File: src/hdl/agc_pkg.sv
// Constants, register map and carrier types of the receive gain controller
package agc_pkg;
    // Register byte offsets on the 32-bit bus
    localparam logic [7:0] ADDR_CTRL   = 8'h00;
    localparam logic [7:0] ADDR_LIMITS = 8'h04;
    localparam logic [7:0] ADDR_PERIOD = 8'h08;
    localparam logic [7:0] ADDR_TIMING = 8'h0C;
    localparam logic [7:0] ADDR_FAST   = 8'h10;
    localparam logic [7:0] ADDR_STATUS = 8'h14;
    // Control register fields
    localparam int CTRL_MODE    = 0;
    localparam int CTRL_BLOCK   = 1;
    localparam int CTRL_ATTACK  = 2;
    localparam int CTRL_RESTART = 4;
    localparam int CTRL_SYNC    = 5;
    localparam int CTRL_FAST    = 6;
    localparam int CTRL_SEL     = 8;
    // Limits and timing register fields
    localparam int LIM_UPPER    = 0;
    localparam int LIM_LOWER    = 8;
    localparam int LIM_RESTART  = 16;
    localparam int TIM_REARM    = 0;
    localparam int TIM_SETTLE   = 8;
    localparam int TIM_HOLD     = 16;
    // Legal bounds and reset values
    localparam logic [7:0]  GAIN_MIN        = 8'hC3;
    localparam logic [7:0]  GAIN_MAX        = 8'hFF;
    localparam logic [7:0]  UPPER_RESET     = 8'hFF;
    localparam logic [7:0]  LOWER_RESET     = 8'hC3;
    localparam logic [7:0]  RESTART_RESET   = 8'hFF;
    localparam logic [4:0]  REARM_RESET     = 5'h04;
    localparam logic [6:0]  SETTLE_RESET    = 7'h10;
    localparam logic [5:0]  HOLD_RESET      = 6'h0A;
    localparam logic [21:0] PERIOD_RESET    = 22'h002D00;
    localparam logic [21:0] FAST_RESET      = 22'h002D00;
    localparam logic [1:0]  ATTACK_RESET    = 2'h3;
    // Timing: tail state length and microsecond divider
    localparam logic [2:0]  TAIL_LAST       = 3'h4;
    localparam int          US_NS           = 1000;
    localparam int          CLK_NS          = 8;
    localparam int          CYCLES_PER_US   = (US_NS + CLK_NS - 1) / CLK_NS;
    localparam logic [6:0]  US_LAST = 7'(CYCLES_PER_US - 1);

    // Sampled configuration
    typedef struct packed {
        logic [7:0]  upper;
        logic [7:0]  lower;
        logic [7:0]  restart_idx;
        logic [21:0] period;
        logic [21:0] fast_period;
        logic [4:0]  rearm;
        logic [6:0]  settle;
        logic [5:0]  hold_us;
        logic [1:0]  attack;
        logic        mode;
        logic        block;
        logic        restart_en;
        logic        sync_en;
        logic        fast_en;
        logic [3:0]  sync_sel;
    } cfg_type;

    // Detector requests, same clock domain
    typedef struct packed {
        logic       apd_high;
        logic       hb_high;
        logic       apd_low;
        logic       hb_low;
        logic       peak_inc;
        logic       power_inc;
        logic       power_dec;
        logic [4:0] inc_step;
        logic [4:0] dec_step;
    } det_type;

    typedef enum logic [1:0] {
        ST_IDLE   = 2'b00,
        ST_COUNT  = 2'b01,
        ST_SETTLE = 2'b11,
        ST_TAIL   = 2'b10
    } state_type;
endpackage

File: src/hdl/rx_agc_gain_state_machine.sv
// Receive gain control state machine with its APB configuration registers
module rx_agc_gain_state_machine (
    input  wire logic            pclk,
    input  wire logic            presetn,
    input  wire logic            psel,
    input  wire logic            penable,
    input  wire logic            pwrite,
    input  wire logic [7:0]      paddr,
    input  wire logic [31:0]     pwdata,
    output logic      [31:0]     prdata,
    output logic                 pready,
    output logic                 pslverr,
    input  wire logic            rx_enable,
    input  wire logic [15:0]     general_purpose_input,
    input  wire agc_pkg::det_type det,
    output logic      [7:0]      gain_index,
    output logic                 detector_reset,
    output logic                 peak_detector_enable,
    output logic                 controller_holding
);
    agc_pkg::cfg_type   sw_r;
    agc_pkg::cfg_type   act_r;
    agc_pkg::cfg_type   clamp_nxt;
    agc_pkg::state_type state_r;
    logic [21:0] dcnt_r;
    logic [6:0]  scnt_r;
    logic [2:0]  tcnt_r;
    logic [6:0]  guard_r;
    logic [4:0]  rearm_r;
    logic [5:0]  hold_r;
    logic [6:0]  us_r;
    logic [7:0]  gain_r;
    logic [7:0]  gain_nxt;
    logic        holding_r;
    logic        pend_r;
    logic        chg_r;
    logic        det_rst_r;
    logic [1:0]  rx_sync_r;
    logic        rx_prev_r;
    logic [15:0] gpi_meta_r;
    logic [15:0] gpi_sync_r;
    logic        sync_prev_r;
    logic        rx_on;
    logic        rx_rise;
    logic        run;
    logic        us_tick;
    logic        sync_pulse;
    logic        expire;
    logic        imm_attack;
    logic        defer_req;
    logic        do_dec;
    logic        do_inc;
    logic        chg;
    logic        wr_en;
    logic        addr_ok;
    logic [21:0] period_sel;
    logic [8:0]  down_v;
    logic [8:0]  up_v;

    // Pin synchronisers; the first stage feeds only the second
    always_ff @(posedge pclk or negedge presetn) begin
        if (!presetn) begin
            rx_sync_r  <= 2'h0;
            gpi_meta_r <= 16'h0000;
            gpi_sync_r <= 16'h0000;
        end else begin
            rx_sync_r  <= {rx_sync_r[0], rx_enable};
            gpi_meta_r <= general_purpose_input;
            gpi_sync_r <= gpi_meta_r;
        end
    end

    // Edge history of synchronised levels
    always_ff @(posedge pclk or negedge presetn) begin
        if (!presetn) begin
            rx_prev_r   <= 1'b0;
            sync_prev_r <= 1'b0;
        end else begin
            rx_prev_r   <= rx_on;
            sync_prev_r <= gpi_sync_r[act_r.sync_sel];
        end
    end

    assign rx_on      = rx_sync_r[1];
    assign rx_rise    = rx_on && !rx_prev_r;
    // No step in the enable cycle: the live settings are still the old ones
    assign run        = rx_on && !holding_r && !rx_rise;
    assign sync_pulse = act_r.sync_en && gpi_sync_r[act_r.sync_sel]
                        && !sync_prev_r;

    // APB decode; zero wait states, unmapped addresses answer an error
    assign wr_en   = psel && penable && pwrite && addr_ok;
    assign pready  = 1'b1;
    assign pslverr = psel && penable && !addr_ok;
    always_comb begin
        addr_ok = 1'b1;
        case (paddr)
            agc_pkg::ADDR_CTRL, agc_pkg::ADDR_LIMITS, agc_pkg::ADDR_PERIOD,
            agc_pkg::ADDR_TIMING, agc_pkg::ADDR_FAST,
            agc_pkg::ADDR_STATUS: addr_ok = 1'b1;
            default: addr_ok = 1'b0;
        endcase
    end

    // Software shadow registers; only a receive enable makes them live
    always_ff @(posedge pclk or negedge presetn) begin
        if (!presetn) begin
            sw_r.upper       <= agc_pkg::UPPER_RESET;
            sw_r.lower       <= agc_pkg::LOWER_RESET;
            sw_r.restart_idx <= agc_pkg::RESTART_RESET;
            sw_r.period      <= agc_pkg::PERIOD_RESET;
            sw_r.fast_period <= agc_pkg::FAST_RESET;
            sw_r.rearm       <= agc_pkg::REARM_RESET;
            sw_r.settle      <= agc_pkg::SETTLE_RESET;
            sw_r.hold_us     <= agc_pkg::HOLD_RESET;
            sw_r.attack      <= agc_pkg::ATTACK_RESET;
            sw_r.mode        <= 1'b1;
            sw_r.block       <= 1'b0;
            sw_r.restart_en  <= 1'b0;
            sw_r.sync_en     <= 1'b0;
            sw_r.fast_en     <= 1'b0;
            sw_r.sync_sel    <= 4'h0;
        end else if (wr_en) begin
            case (paddr)
                agc_pkg::ADDR_CTRL: begin
                    sw_r.mode       <= pwdata[agc_pkg::CTRL_MODE];
                    sw_r.block      <= pwdata[agc_pkg::CTRL_BLOCK];
                    sw_r.attack     <= pwdata[agc_pkg::CTRL_ATTACK +: 2];
                    sw_r.restart_en <= pwdata[agc_pkg::CTRL_RESTART];
                    sw_r.sync_en    <= pwdata[agc_pkg::CTRL_SYNC];
                    sw_r.fast_en    <= pwdata[agc_pkg::CTRL_FAST];
                    sw_r.sync_sel   <= pwdata[agc_pkg::CTRL_SEL +: 4];
                end
                agc_pkg::ADDR_LIMITS: begin
                    sw_r.upper       <= pwdata[agc_pkg::LIM_UPPER +: 8];
                    sw_r.lower       <= pwdata[agc_pkg::LIM_LOWER +: 8];
                    sw_r.restart_idx <= pwdata[agc_pkg::LIM_RESTART +: 8];
                end
                agc_pkg::ADDR_PERIOD: sw_r.period <= pwdata[21:0];
                agc_pkg::ADDR_FAST:   sw_r.fast_period <= pwdata[21:0];
                agc_pkg::ADDR_TIMING: begin
                    sw_r.rearm   <= pwdata[agc_pkg::TIM_REARM +: 5];
                    sw_r.settle  <= pwdata[agc_pkg::TIM_SETTLE +: 7];
                    sw_r.hold_us <= pwdata[agc_pkg::TIM_HOLD +: 6];
                end
                default: ;
            endcase
        end
    end

    // Read data captured in the setup cycle so it leaves a flip-flop
    always_ff @(posedge pclk or negedge presetn) begin
        if (!presetn) begin
            prdata <= 32'h00000000;
        end else if (psel && !penable) begin
            prdata <= 32'h00000000;
            case (paddr)
                agc_pkg::ADDR_CTRL: prdata <= {20'h00000, sw_r.sync_sel,
                    1'b0, sw_r.fast_en, sw_r.sync_en, sw_r.restart_en,
                    sw_r.attack, sw_r.block, sw_r.mode};
                agc_pkg::ADDR_LIMITS: prdata <= {8'h00, sw_r.restart_idx,
                    sw_r.lower, sw_r.upper};
                agc_pkg::ADDR_PERIOD: prdata <= {10'h000, sw_r.period};
                agc_pkg::ADDR_FAST:   prdata <= {10'h000, sw_r.fast_period};
                agc_pkg::ADDR_TIMING: prdata <= {10'h000, sw_r.hold_us,
                    1'b0, sw_r.settle, 3'h0, sw_r.rearm};
                agc_pkg::ADDR_STATUS: prdata <= {20'h00000, pend_r,
                    holding_r, state_r, gain_r};
                default: ;
            endcase
        end
    end

    // Clamp the shadow copy to legal bounds; lower kept below upper
    always_comb begin
        clamp_nxt = sw_r;
        if (sw_r.upper < agc_pkg::GAIN_MIN + 8'h01)
            clamp_nxt.upper = agc_pkg::GAIN_MIN + 8'h01;
        if (sw_r.lower < agc_pkg::GAIN_MIN)
            clamp_nxt.lower = agc_pkg::GAIN_MIN;
        if (clamp_nxt.lower >= clamp_nxt.upper)
            clamp_nxt.lower = clamp_nxt.upper - 8'h01;
        if (sw_r.restart_idx < agc_pkg::GAIN_MIN)
            clamp_nxt.restart_idx = agc_pkg::GAIN_MIN;
        // Restart index kept inside the limits it will run under
        if (clamp_nxt.restart_idx > clamp_nxt.upper)
            clamp_nxt.restart_idx = clamp_nxt.upper;
        if (clamp_nxt.restart_idx < clamp_nxt.lower)
            clamp_nxt.restart_idx = clamp_nxt.lower;
        if (sw_r.period == 22'h000000)
            clamp_nxt.period = 22'h000001;
        if (sw_r.fast_period == 22'h000000)
            clamp_nxt.fast_period = 22'h000001;
    end

    // Live configuration taken at each receive enable
    always_ff @(posedge pclk or negedge presetn) begin
        if (!presetn)
            act_r <= '0;
        else if (rx_rise)
            act_r <= clamp_nxt;
    end

    // Microsecond enable pulse; runs free, so the first tick may come early
    assign us_tick = (us_r == agc_pkg::US_LAST);
    always_ff @(posedge pclk or negedge presetn) begin
        if (!presetn)
            us_r <= 7'h00;
        else
            us_r <= us_tick ? 7'h00 : us_r + 7'h01;
    end

    // Hold after receive enable, counted in microseconds
    always_ff @(posedge pclk or negedge presetn) begin
        if (!presetn) begin
            holding_r <= 1'b0;
            hold_r    <= 6'h00;
        end else if (rx_rise) begin
            holding_r <= (clamp_nxt.hold_us != 6'h00);
            hold_r    <= clamp_nxt.hold_us;
        end else if (!rx_on) begin
            holding_r <= 1'b0;
        end else if (holding_r && us_tick) begin
            hold_r <= hold_r - 6'h01;
            if (hold_r == 6'h01)
                holding_r <= 1'b0;
        end
    end

    // Decision period selection and expiry; the guard count after a change blocks leaving
    assign period_sel = act_r.fast_en ? act_r.fast_period : act_r.period;
    assign expire = run && state_r == agc_pkg::ST_COUNT && !sync_pulse
                    && dcnt_r == period_sel - 22'h000001
                    && guard_r == 7'h00;

    // Counter, settle and tail states make up one update period
    always_ff @(posedge pclk or negedge presetn) begin
        if (!presetn) begin
            state_r <= agc_pkg::ST_IDLE;
            dcnt_r  <= 22'h000000;
            scnt_r  <= 7'h00;
            tcnt_r  <= 3'h0;
        end else if (!rx_on) begin
            if (act_r.restart_en)
                state_r <= agc_pkg::ST_IDLE;
        end else if (run) begin
            case (state_r)
                agc_pkg::ST_IDLE: begin
                    state_r <= agc_pkg::ST_COUNT;
                    dcnt_r  <= 22'h000000;
                end
                agc_pkg::ST_COUNT: begin
                    if (sync_pulse) begin
                        dcnt_r <= 22'h000000;
                    end else if (expire) begin
                        dcnt_r  <= 22'h000000;
                        scnt_r  <= 7'h00;
                        tcnt_r  <= 3'h0;
                        state_r <= (act_r.settle == 7'h00) ?
                            agc_pkg::ST_TAIL : agc_pkg::ST_SETTLE;
                    end else if (dcnt_r < period_sel - 22'h000001) begin
                        dcnt_r <= dcnt_r + 22'h000001;
                    end
                end
                agc_pkg::ST_SETTLE: begin
                    scnt_r <= scnt_r + 7'h01;
                    if (scnt_r == act_r.settle - 7'h01)
                        state_r <= agc_pkg::ST_TAIL;
                end
                agc_pkg::ST_TAIL: begin
                    tcnt_r <= tcnt_r + 3'h1;
                    if (tcnt_r == agc_pkg::TAIL_LAST)
                        state_r <= agc_pkg::ST_COUNT;
                end
                default: state_r <= agc_pkg::ST_IDLE;
            endcase
        end
    end

    // Peak attack timing: bit 0 half-band, bit 1 analog peak immediate
    assign imm_attack = run && state_r == agc_pkg::ST_COUNT
        && guard_r == 7'h00 && rearm_r == 5'h00
        && ((det.hb_high && act_r.attack[0])
        ||  (det.apd_high && act_r.attack[1]));
    assign defer_req = run && rearm_r == 5'h00
        && ((det.hb_high && !act_r.attack[0])
        ||  (det.apd_high && !act_r.attack[1]));
    assign do_dec = pend_r || defer_req
        || (!act_r.mode && det.power_dec);
    assign do_inc = act_r.mode ? det.peak_inc
        : (det.power_inc && !(act_r.block
        && (det.apd_low || det.hb_low)));

    // Deferred attack memory; the clearing expiry wins over a new request in the same cycle
    always_ff @(posedge pclk or negedge presetn) begin
        if (!presetn)
            pend_r <= 1'b0;
        else if (defer_req && !expire)
            pend_r <= 1'b1;
        else if (expire)
            pend_r <= 1'b0;
    end

    // Step the index, clipped to the live limits
    assign down_v = {1'b0, gain_r} - {4'h0, det.dec_step};
    assign up_v   = {1'b0, gain_r} + {4'h0, det.inc_step};
    always_comb begin
        gain_nxt = gain_r;
        chg      = 1'b0;
        if (imm_attack || (expire && do_dec)) begin
            chg = 1'b1;
            if (down_v[8] || down_v[7:0] < act_r.lower)
                gain_nxt = act_r.lower;
            else
                gain_nxt = down_v[7:0];
        end else if (expire && do_inc) begin
            chg = 1'b1;
            if (up_v > {1'b0, act_r.upper})
                gain_nxt = act_r.upper;
            else
                gain_nxt = up_v[7:0];
        end
    end

    // Gain index; restart or limits applied at receive enable
    always_ff @(posedge pclk or negedge presetn) begin
        if (!presetn) begin
            gain_r <= agc_pkg::GAIN_MAX;
        end else if (rx_rise) begin
            if (clamp_nxt.restart_en && state_r == agc_pkg::ST_IDLE)
                gain_r <= clamp_nxt.restart_idx;
            else if (gain_r > clamp_nxt.upper)
                gain_r <= clamp_nxt.upper;
            else if (gain_r < clamp_nxt.lower)
                gain_r <= clamp_nxt.lower;
        end else if (run) begin
            gain_r <= gain_nxt;
        end
    end

    // Change spacing and peak re-arm after every change
    always_ff @(posedge pclk or negedge presetn) begin
        if (!presetn) begin
            guard_r   <= 7'h00;
            rearm_r   <= 5'h00;
            chg_r     <= 1'b0;
            det_rst_r <= 1'b0;
        end else begin
            chg_r     <= chg;
            det_rst_r <= expire;
            if (chg) begin
                guard_r <= act_r.settle;
                rearm_r <= act_r.rearm;
            end else if (run) begin
                if (guard_r != 7'h00)
                    guard_r <= guard_r - 7'h01;
                if (rearm_r != 5'h00)
                    rearm_r <= rearm_r - 5'h01;
            end
        end
    end

    assign gain_index           = gain_r;
    assign detector_reset       = det_rst_r;
    assign peak_detector_enable = run && rearm_r == 5'h00;
    assign controller_holding   = holding_r;

    property p_upper;
        @(posedge pclk) disable iff (!presetn)
        run |-> gain_r <= act_r.upper;
    endproperty
    a_upper: assert property (p_upper) else $error("gain above upper");

    property p_lower;
        @(posedge pclk) disable iff (!presetn)
        run |-> gain_r >= act_r.lower;
    endproperty
    a_lower: assert property (p_lower) else $error("gain below lower");

    property p_rearm;
        @(posedge pclk) disable iff (!presetn)
        (chg_r && act_r.rearm != 5'h00) |-> !peak_detector_enable;
    endproperty
    a_rearm: assert property (p_rearm) else $error("peaks not off");

    property p_guard;
        @(posedge pclk) disable iff (!presetn)
        (chg_r && act_r.settle != 7'h00) |-> !imm_attack;
    endproperty
    a_guard: assert property (p_guard) else $error("change too soon");

    property p_detrst;
        @(posedge pclk) disable iff (!presetn)
        expire |=> detector_reset ##1 !detector_reset;
    endproperty
    a_detrst: assert property (p_detrst) else $error("no detector reset");

    property p_tail;
        @(posedge pclk) disable iff (!presetn)
        (state_r == agc_pkg::ST_TAIL && tcnt_r == 3'h0 && run)
        ##1 run [*4] |=> state_r == agc_pkg::ST_COUNT;
    endproperty
    a_tail: assert property (p_tail) else $error("tail not five");

    property p_hold;
        @(posedge pclk) disable iff (!presetn)
        (rx_rise && clamp_nxt.hold_us != 6'h00) |=> holding_r && !run;
    endproperty
    a_hold: assert property (p_hold) else $error("no hold at enable");

    property p_block;
        @(posedge pclk) disable iff (!presetn)
        (expire && !act_r.mode && act_r.block && (det.apd_low || det.hb_low)
         && !do_dec && !imm_attack) |=> gain_r == $past(gain_r);
    endproperty
    a_block: assert property (p_block) else $error("blocked rise");

    property p_mode;
        @(posedge pclk) disable iff (!presetn)
        (expire && act_r.mode && !det.peak_inc && !pend_r && !defer_req
         && !imm_attack) |=> gain_r == $past(gain_r);
    endproperty
    a_mode: assert property (p_mode) else $error("power used");

    property p_keep;
        @(posedge pclk) disable iff (!presetn)
        (!rx_on && !act_r.restart_en) |=> $stable(state_r);
    endproperty
    a_keep: assert property (p_keep) else $error("state lost");
endmodule

File: config.mk
export PLATFORM = sky130hd
export DESIGN_NAME = rx_agc_gain_state_machine
export DESIGN_NICKNAME = d
export VERILOG_FILES = /design/src/hdl/agc_pkg.sv /design/src/hdl/rx_agc_gain_state_machine.sv
export SDC_FILE = /design/constraint.sdc
export NUM_CORES = 1
export LEC_CHECK = 0
export BUFFER_PORTS_ARGS = -buffer_cell sky130_fd_sc_hd__buf_4
export CORE_MARGIN = 2
export CORE_UTILIZATION = 54
export DETAILED_ROUTE_END_ITERATION = 10
export PLACE_DENSITY = 0.73
export SYNTH_ARGS = -nofsm -noshare
export SYNTH_HDL_FRONTEND = slang
export SYNTH_SLANG_ARGS = --single-unit
File: constraint.sdc
create_clock -name pclk -period 7.45 [get_ports pclk]
set_input_delay 1.1175 -clock pclk [delete_from_list [all_inputs] [get_ports pclk]]
set_output_delay 1.1175 -clock pclk [all_outputs]
set_load 0.1 [all_outputs]
==> qor.csv, run 1 <==
metric,value,unit
critical path buffer and inverter count,1,
core region area,0.0316,mm^2
critical path's top delay family,simple AND/OR/NAND/NOR gates,
data arrival time of the critical path,6.43,ns
Cell Rows,65,
top post-synthesis cells by area,"sky130_fd_sc_hd__dfrtp_1 (38%), sky130_fd_sc_hd__ha_1 (7.1%), sky130_fd_sc_hd__mux2_2 (7.0%)",
largest fanout on the critical path,53,
worst path required time,7.89,ns
leading register cell type out of synthesis,sky130_fd_sc_hd__dfrtp_1,
antenna violations before repair,3,
worst vdd ir,225,uV
tightest slew margin relative to the limit,0.201,
"Cell Area, Synth",0.0174,mm^2
DRC violations left,0,
Total Routed Length,47400,um
die width,184,um
post-synth cell types,86,
TritonCTS clock tree,done,
routed wl met3,3550,um
overall via count from detail_route,14100,
worst setup skew after layout,0.0192,ns
Switching Share,0.356,
final cell area excluding filler cells,0.0197,mm^2
half-perimeter wire length of the detailed placement result,34100,um
Yosys top cell by area,sky130_fd_sc_hd__dfrtp_1,
Gate Count Post-Synth,1784,
Post-layout nets,2055,
effective utilization at floorplan,0.551,
post-CTS setup buffer count,0,
power share of the clock group,0.327,
Top Ports,124,
y dimension of the die,184,um
number of max-capacitance violations reported,0,
number of H-tree levels,2,
internal power,0.00343,W
Post-Synth XOR/XNOR Area,0.0307,
sequential group share of total power,0.372,
main combinational cell family by area after synthesis,simple AND/OR/NAND/NOR gates,
complex-gate fraction of the synthesized area,0.124,
category of the critical setup timing path,flip-flop to flip-flop,
number of buffers added by the clock tree synthesis step,35,
unrepaired setup endpoints after global routing,false,
slowest cell delay on critical path,1.06,ns
final hold violations,0,
largest net degree at the start of global routing,190,
combined global-route utilization of all metal layers,0.285,
synth warn,0,
TNS Setup,0,ns
library cell used as clock root buffer,sky130_fd_sc_hd__clkbuf_16,
mux cell area share after synthesis,0.109,
placed cell area,0.0185,mm^2
area share of the largest cell type after synthesis,0.383,
startpoint class of the critical path,flip-flop,
number of sinks handled by clock tree synthesis,310,
synthesis-stage register bit count,310,
sequential fraction of the synthesis area,0.448,
detailed-route wire length per cell,20.6,um
met2 routed wirelength,21700,um
status,completed,
total power divided by cell area,271,mW/mm^2
clock slew seen by the registers of the worst setup and hold paths,0.06,ns
timing-limited maximum frequency,0.167,GHz
post-route core utilization,0.623,
list of cells traversed by the critical path,mux2i_1 > ha_1 > o211ai_1 > nor4_1 > nand3_1 > nor2_1 > xor2_1 > mux2i_1 > ha_1 > nand4_1 > nor4_1 > buf_4 > a21oi_1 > nand2_1 > a21oi_1 > nand2_1 > or4_1 > a21oi_1,
via density per instance,6.13,
Final period util,0.804,
dominant cell type by count on the critical path,sky130_fd_sc_hd__a21oi_1,
Area Overhead vs Synth,13.0,%
wire length of the first global-routing pass,75100,um
slew at the pin closest to its max-slew limit,1.20,ns
shortest clock period the worst path allows after layout,5.99,ns
number of setup violations in the final report,0,
slowest cell on the critical path,sky130_fd_sc_hd__dfrtp_2,
top routing layer used,met4,
violation count after the first detailed-routing iteration,1473,
Net Sw Power,0.00190,W
via count of the first global-routing pass,13900,
Final Max Slew Viols,0,
ratio of cells with drive above 1 in the final layout,0.188,
combinational fraction of design power,0.301,
Hold WC Path Type,flip-flop to flip-flop,
Die Footprint,0.0337,mm^2
grt ovf,0,
M1 WL,20500,um
Static Leak,9.29,nW
"share of synthesized cell area in and, or, nand and nor gates",0.176,
Clock Latency Late Sink,0.52,ns
routability-driven placement congestion ratio,0.931,
number of enable-type register cells in the synthesized netlist,0,
Critical Path Sink Type,flip-flop,
Buffers on Ports,106,
"Gates resized, CTS repair",0,
count of nets left with antenna violations after detail routing,0,
adder and majority cell fraction of the synthesized area,0.0734,
length of the first detailed-routing pass in iterations,7,
Avg Synthesized Cell Area,9.77,um^2
async set or reset register ratio after synthesis,1.00,
Max Root-Sink Buffers,3,
hold-fix buffers at CTS,0,
-- worst paths after layout --
check / slack, ns / endpoint / from / cells past startpoint
setup / recovery: 1.46 / dcnt_r[17]$_DFFE_PN0P_ / act_r[4]$_DFFE_PN0P_ / 18
hold / removal: 0.34 / gpi_sync_r[13]$_DFF_PN0_ / gpi_meta_r[13]$_DFF_PN0_ / 0
setup reg to reg: 1.46 / dcnt_r[17]$_DFFE_PN0P_ / act_r[4]$_DFFE_PN0P_ / 18
hold reg to reg: 0.34 / gpi_sync_r[13]$_DFF_PN0_ / gpi_meta_r[13]$_DFF_PN0_ / 0
max in group asynchronous: 5.30 / act_r[4]$_DFFE_PN0P_ / presetn / 2
min in group asynchronous: 0.64 / detector_reset$_DFF_PN0_ / presetn / 1
-- area by class of cell --
class,instances,area [um^2]
diodes,1,2.50
multi-input cells,1345,9060
clock inverters,12,131
flip-flops and latches,310,7810
clock buffers,50,1030
inverters,65,244
repair buffers,118,906
fillers,2527,11900
well taps,402,503
-- cell usage after synthesis, types with 12 or more instances --
library cell                 n
sky130_fd_sc_hd__o211ai_1   18
sky130_fd_sc_hd__inv_1      65
sky130_fd_sc_hd__o21a_1     15
sky130_fd_sc_hd__nand2_1   314
sky130_fd_sc_hd__nor4_1     22
sky130_fd_sc_hd__mux2i_1    54
sky130_fd_sc_hd__clkbuf_1   44
sky130_fd_sc_hd__ha_1       99
sky130_fd_sc_hd__nand2b_1   18
sky130_fd_sc_hd__a31oi_1    16
sky130_fd_sc_hd__nand4_1    25
sky130_fd_sc_hd__buf_4      12
sky130_fd_sc_hd__dfrtp_1   267
sky130_fd_sc_hd__and3_1     20
sky130_fd_sc_hd__xor2_1     38
sky130_fd_sc_hd__o22ai_1    14
sky130_fd_sc_hd__buf_2      18
sky130_fd_sc_hd__mux2_2    108
sky130_fd_sc_hd__dfstp_2    43
sky130_fd_sc_hd__o21ai_0    78
sky130_fd_sc_hd__a21o_1     14
sky130_fd_sc_hd__nor2_1    110
sky130_fd_sc_hd__or4_1      13
sky130_fd_sc_hd__a21oi_1    80
sky130_fd_sc_hd__nand3_1    41
sky130_fd_sc_hd__nor3_1     39
sky130_fd_sc_hd__a22oi_1    12
sky130_fd_sc_hd__nor2b_1    12
sky130_fd_sc_hd__xnor2_1    23
-- layer usage --
| metal | track usage | vias up |
|---|---|---|
| li1 | - | 6525 |
| met1 | 0.394 | 6927 |
| met2 | 0.450 | 542 |
| met3 | 0.0586 | 116 |
| met4 | 0.100 | 0 |
| met5 | 0 | - |
-- cells by family after synthesis --
| family | count (synthesis) |
|---|---|
| other | 2 |
| AO/OA/AOI/OAI | 326 |
| multiplexers | 168 |
| AND/OR/NAND/NOR | 664 |
| buffers and inverters | 152 |
| flip-flops | 310 |
| XOR/XNOR | 61 |
| adder cells (fa/ha/maj) | 101 |
-- cell usage in the layout, fill, tap and decap left out, types with 6 or more instances in the layout --
cell type,instances
sky130_fd_sc_hd__or2_2,6
sky130_fd_sc_hd__nand3b_1,6
sky130_fd_sc_hd__nor2b_1,11
sky130_fd_sc_hd__clkbuf_16,36
sky130_fd_sc_hd__nand2_1,314
sky130_fd_sc_hd__xnor2_1,23
sky130_fd_sc_hd__and3_1,20
sky130_fd_sc_hd__nor2_1,109
sky130_fd_sc_hd__o211ai_1,18
sky130_fd_sc_hd__or3_1,8
sky130_fd_sc_hd__a21oi_1,80
sky130_fd_sc_hd__o21ai_0,78
sky130_fd_sc_hd__buf_4,116
sky130_fd_sc_hd__a22oi_1,12
sky130_fd_sc_hd__a31oi_1,16
sky130_fd_sc_hd__or4_1,13
sky130_fd_sc_hd__a222oi_1,10
sky130_fd_sc_hd__clkbuf_1,6
sky130_fd_sc_hd__nor3_1,39
sky130_fd_sc_hd__ha_1,99
sky130_fd_sc_hd__xor2_1,38
sky130_fd_sc_hd__clkinv_2,6
sky130_fd_sc_hd__inv_1,65
sky130_fd_sc_hd__nand2b_1,17
sky130_fd_sc_hd__conb_1,25
sky130_fd_sc_hd__dfrtp_1,266
sky130_fd_sc_hd__and2_1,8
sky130_fd_sc_hd__o31ai_1,10
sky130_fd_sc_hd__dfstp_2,43
sky130_fd_sc_hd__nand4_1,25
sky130_fd_sc_hd__nand3_1,41
sky130_fd_sc_hd__clkbuf_8,8
sky130_fd_sc_hd__nor4_1,22
sky130_fd_sc_hd__mux2_2,108
sky130_fd_sc_hd__mux2i_1,54
sky130_fd_sc_hd__a211oi_1,8
sky130_fd_sc_hd__o22ai_1,14
sky130_fd_sc_hd__o21a_1,15
sky130_fd_sc_hd__a21o_1,14
-- state kept, by name (all words and copies together), names as in the netlist, 2 cells and up --
signal      count
guard_r         7
gpi_sync_r     16
rx_sync_r       2
prdata         24
clamp_nxt      29
act_r          83
tcnt_r          3
us_r            7
state_r         2
gain_index      8
dcnt_r         22
rearm_r         5
gpi_meta_r     16
sw_r           68
scnt_r          7
hold_r          6
-- power by group through the flow --
stage	registers [W]	logic, W	clock network [W]
6_report	0.00198	0.00161	0.00174
5_1_grt	0.00200	0.00177	0.00184
4_1_cts	0.00198	0.00160	0.00176
3_5_place_dp	0.00200	0.00159	0
3_3_place_gp	0.00200	0.00154	0
2_1_floorplan	0.00217	0.00102	0
-- stage by stage --
stage / power [W] / hold WS, ns / setup WS (ns) / cells
after floorplan: 0.00318 / 0.331 / 2.08 / 1807
after global placement: 0.00354 / 0.334 / 1.56 / 2240
after detailed placement: 0.00359 / 0.335 / 1.51 / 2240
after CTS: 0.00533 / 0.344 / 1.53 / 2302
after global routing: 0.00561 / 0.347 / 0.902 / 2302
final: 0.00533 / 0.341 / 1.46 / 2303
Note: power is estimated with default switching activity, not from simulation.
==> run 2: changes to the inputs <==
--- a/config.mk
+++ b/config.mk
@@ -9,7 +9,7 @@
 export CORE_MARGIN = 2
 export CORE_UTILIZATION = 54
 export DETAILED_ROUTE_END_ITERATION = 10
-export PLACE_DENSITY = 0.73
+export PLACE_DENSITY = 0.75
 export SYNTH_ARGS = -nofsm -noshare
 export SYNTH_HDL_FRONTEND = slang
 export SYNTH_SLANG_ARGS = --single-unit
==> constraint.sdc (replaced) <==
create_clock -name pclk -period 5.3 [get_ports pclk]
set_input_delay 0.795 -clock pclk [delete_from_list [all_inputs] [get_ports pclk]]
set_output_delay 0.795 -clock pclk [all_outputs]
set_load 0.1 [all_outputs]
==> qor.csv, run 2 (synthesized netlist as in run 1, its figures left out) <==
metric,value,unit,change
Top Ports,124,,unchanged
violation count after the first detailed-routing iteration,1401,,-4.9%
"Gates resized, CTS repair",0,,unchanged
data arrival time of the critical path,5.36,ns,-1.07 ns
DRC violations left,0,,unchanged
combined global-route utilization of all metal layers,0.291,,+0.00525
clock slew seen by the registers of the worst setup and hold paths,0.06,ns,about the same
core region area,0.0316,mm^2,unchanged
Cell Rows,65,,unchanged
number of setup violations in the final report,0,,unchanged
worst path required time,5.74,ns,-2.15 ns
Final period util,0.928,,+0.124
TNS Setup,0,ns,unchanged
overall via count from detail_route,14200,,+0.67%
Post-layout nets,2078,,+1.1%
number of diodes added for antenna fixing,0,,-1
slew at the pin closest to its max-slew limit,1.10,ns,-0.103 ns
length of the first detailed-routing pass in iterations,5,,-2
hold-fix buffers at CTS,0,,unchanged
Clock Latency Late Sink,0.53,ns,about the same
slowest cell delay on critical path,0.50,ns,-0.56 ns
largest net degree at the start of global routing,130,,-32%
half-perimeter wire length of the detailed placement result,35000,um,+2.6%
antenna violations before repair,1,,-2
number of sinks handled by clock tree synthesis,310,,unchanged
worst setup skew after layout,0.0194,ns,+0.000228 ns
tightest hold margin,0.309,ns,-0.0329 ns
worst vdd ir,276,uV,+23%
unrepaired setup endpoints after global routing,false,,
y dimension of the die,184,um,unchanged
register bank with the most flops,act_r,,
Hold WC Path Type,input pin to async pin,,
slowest cell on the critical path,sky130_fd_sc_hd__dfrtp_2,,
post-CTS setup buffer count,0,,unchanged
Max Root-Sink Buffers,3,,unchanged
Total Routed Length,47900,um,+1.0%
effective utilization at floorplan,0.551,,unchanged
timing-limited maximum frequency,0.203,GHz,+22%
"commonest non-fill, non-tap cell in the layout",sky130_fd_sc_hd__nand2_1,,
Critical Path Sink Type,flip-flop,,
startpoint class of the critical path,flip-flop,,
category of the critical setup timing path,flip-flop to flip-flop,,
routability-driven placement congestion ratio,0.938,,+0.76%
final hold violations,0,,unchanged
Static Leak,9.39,nW,+1.1%
flip-flop count of the largest register after layout,83,,unchanged
die width,184,um,unchanged
via count of the first global-routing pass,14100,,+1.6%
grt ovf,0,,unchanged
library cell used as clock root buffer,sky130_fd_sc_hd__clkbuf_16,,
Area Overhead vs Synth,14.0,%,
total power divided by cell area,377,mW/mm^2,+39%
Buffers on Ports,106,,unchanged
shortest clock period the worst path allows after layout,4.92,ns,-1.07 ns
wire length of the first global-routing pass,76700,um,+2.2%
via density per instance,6.11,,-0.33%
Final Max Slew Viols,0,,unchanged
ratio of cells with drive above 1 in the final layout,0.199,,+0.0106
number of max-capacitance violations reported,0,,unchanged
largest fanout on the critical path,24,,-55%
dominant cell type by count on the critical path,sky130_fd_sc_hd__buf_4,,
"top library cells by usage in the layout, fill and taps aside","sky130_fd_sc_hd__nand2_1 (314), sky130_fd_sc_hd__dfrtp_1 (266), sky130_fd_sc_hd__buf_4 (140)",,
TritonCTS clock tree,done,,
detailed-route wire length per cell,20.6,um,about the same
Die Footprint,0.0337,mm^2,unchanged
list of cells traversed by the critical path,buf_4 > buf_4 > nor3_1 > a21oi_1 > or2_2 > nor4_1 > buf_4 > nand3_1 > nor2_1 > xor2_1 > mux2i_1 > ha_1 > nand4_1 > nor4_1 > nand3_1 > a211oi_1 > a31o_2 > mux2i_1 > a22oi_1 > o21ai_0,,
count of nets left with antenna violations after detail routing,0,,unchanged
number of H-tree levels,2,,unchanged
number of buffers added by the clock tree synthesis step,34,,-2.9%
tightest slew margin relative to the limit,0.268,,+0.0666
status,completed,,
## run 2: cell count changes in the layout (fill, tap and decap cells not counted), sizes merged
cell,previous run,this run
buf,118,142
inv,66,68
clkbuf,50,49
clkinv,8,7
diode,1,0
## run 2: final timing paths
kind                                               from                        end  slack (ns)  depth (start not counted)
max in group asynchronous                       presetn     prdata[23]$_DFFE_PN0P_        3.76                          2
worst max-delay path               act_r[4]$_DFFE_PN0P_  gain_index[5]$_DFFE_PN1P_        0.38                         20
worst max register to register     act_r[4]$_DFFE_PN0P_  gain_index[5]$_DFFE_PN1P_        0.38                         20
worst min register to register  gpi_meta_r[5]$_DFF_PN0_    gpi_sync_r[5]$_DFF_PN0_        0.35                          0
min in group pclk               gpi_meta_r[5]$_DFF_PN0_    gpi_sync_r[5]$_DFF_PN0_        0.35                          0
worst min-delay path                            presetn      dcnt_r[8]$_DFFE_PN0P_        0.31                          1
## run 2: power by group
| group | switching [W] | internal, W | total, W | leakage, nW |
|---|---|---|---|---|
| Sequential | 0.000250 | 0.00254 | 0.00279 | 3.96 |
| Combinational | 0.00146 | 0.000842 | 0.00230 | 4.87 |
| Clock | 0.000997 | 0.00141 | 0.00240 | 0.562 |
| Total | 0.00271 | 0.00478 | 0.00749 | 9.39 |
## run 2: layer usage
layer	vias to the layer above	GRT usage	wire, um
met3	121	0.0466	3500
met4	2	0.116	1840
met2	576	0.455	21900
li1	6574	-	-
met1	6931	0.406	20700
met5	-	0	8
## run 2: worst max-delay path: cells and delay by family, from the launching register on
family / cells / cell delay [ns]
AND/OR/NAND/NOR: 8 / 1.70
flip-flops: 1 / 0.50
multiplexers: 2 / 0.49
buffers and inverters: 3 / 0.66
AO/OA/AOI/OAI: 5 / 1.01
XOR/XNOR: 1 / 0.16
adder cells (fa/ha/maj): 1 / 0.30
## run 2: cell type report
| type | instances | area, um^2 |
|---|---|---|
| well taps | 402 | 503 |
| clock buffers | 49 | 977 |
| multi-input cells | 1345 | 9080 |
| fillers | 2537 | 11800 |
| repair buffers | 142 | 1090 |
| inverters | 65 | 244 |
| clock inverters | 13 | 166 |
| flip-flops and latches | 310 | 7810 |
## run 2: through the flow
step | total power, W | instances | setup slack (ns) | utilization | area, um^2
3_3_place_gp | 0.00499 | 2264 | 0.556 | 0.591 | 18700
2_1_floorplan | 0.00447 | 1807 | 0.0935 | - | 17500
6_report | 0.00749 | 2326 | 0.379 | 0.628 | 19900
5_1_grt | 0.00787 | 2326 | 0.0120 | 0.628 | 19900
3_5_place_dp | 0.00508 | 2264 | 0.408 | 0.591 | 18700
4_1_cts | 0.00748 | 2326 | 0.364 | 0.627 | 19900
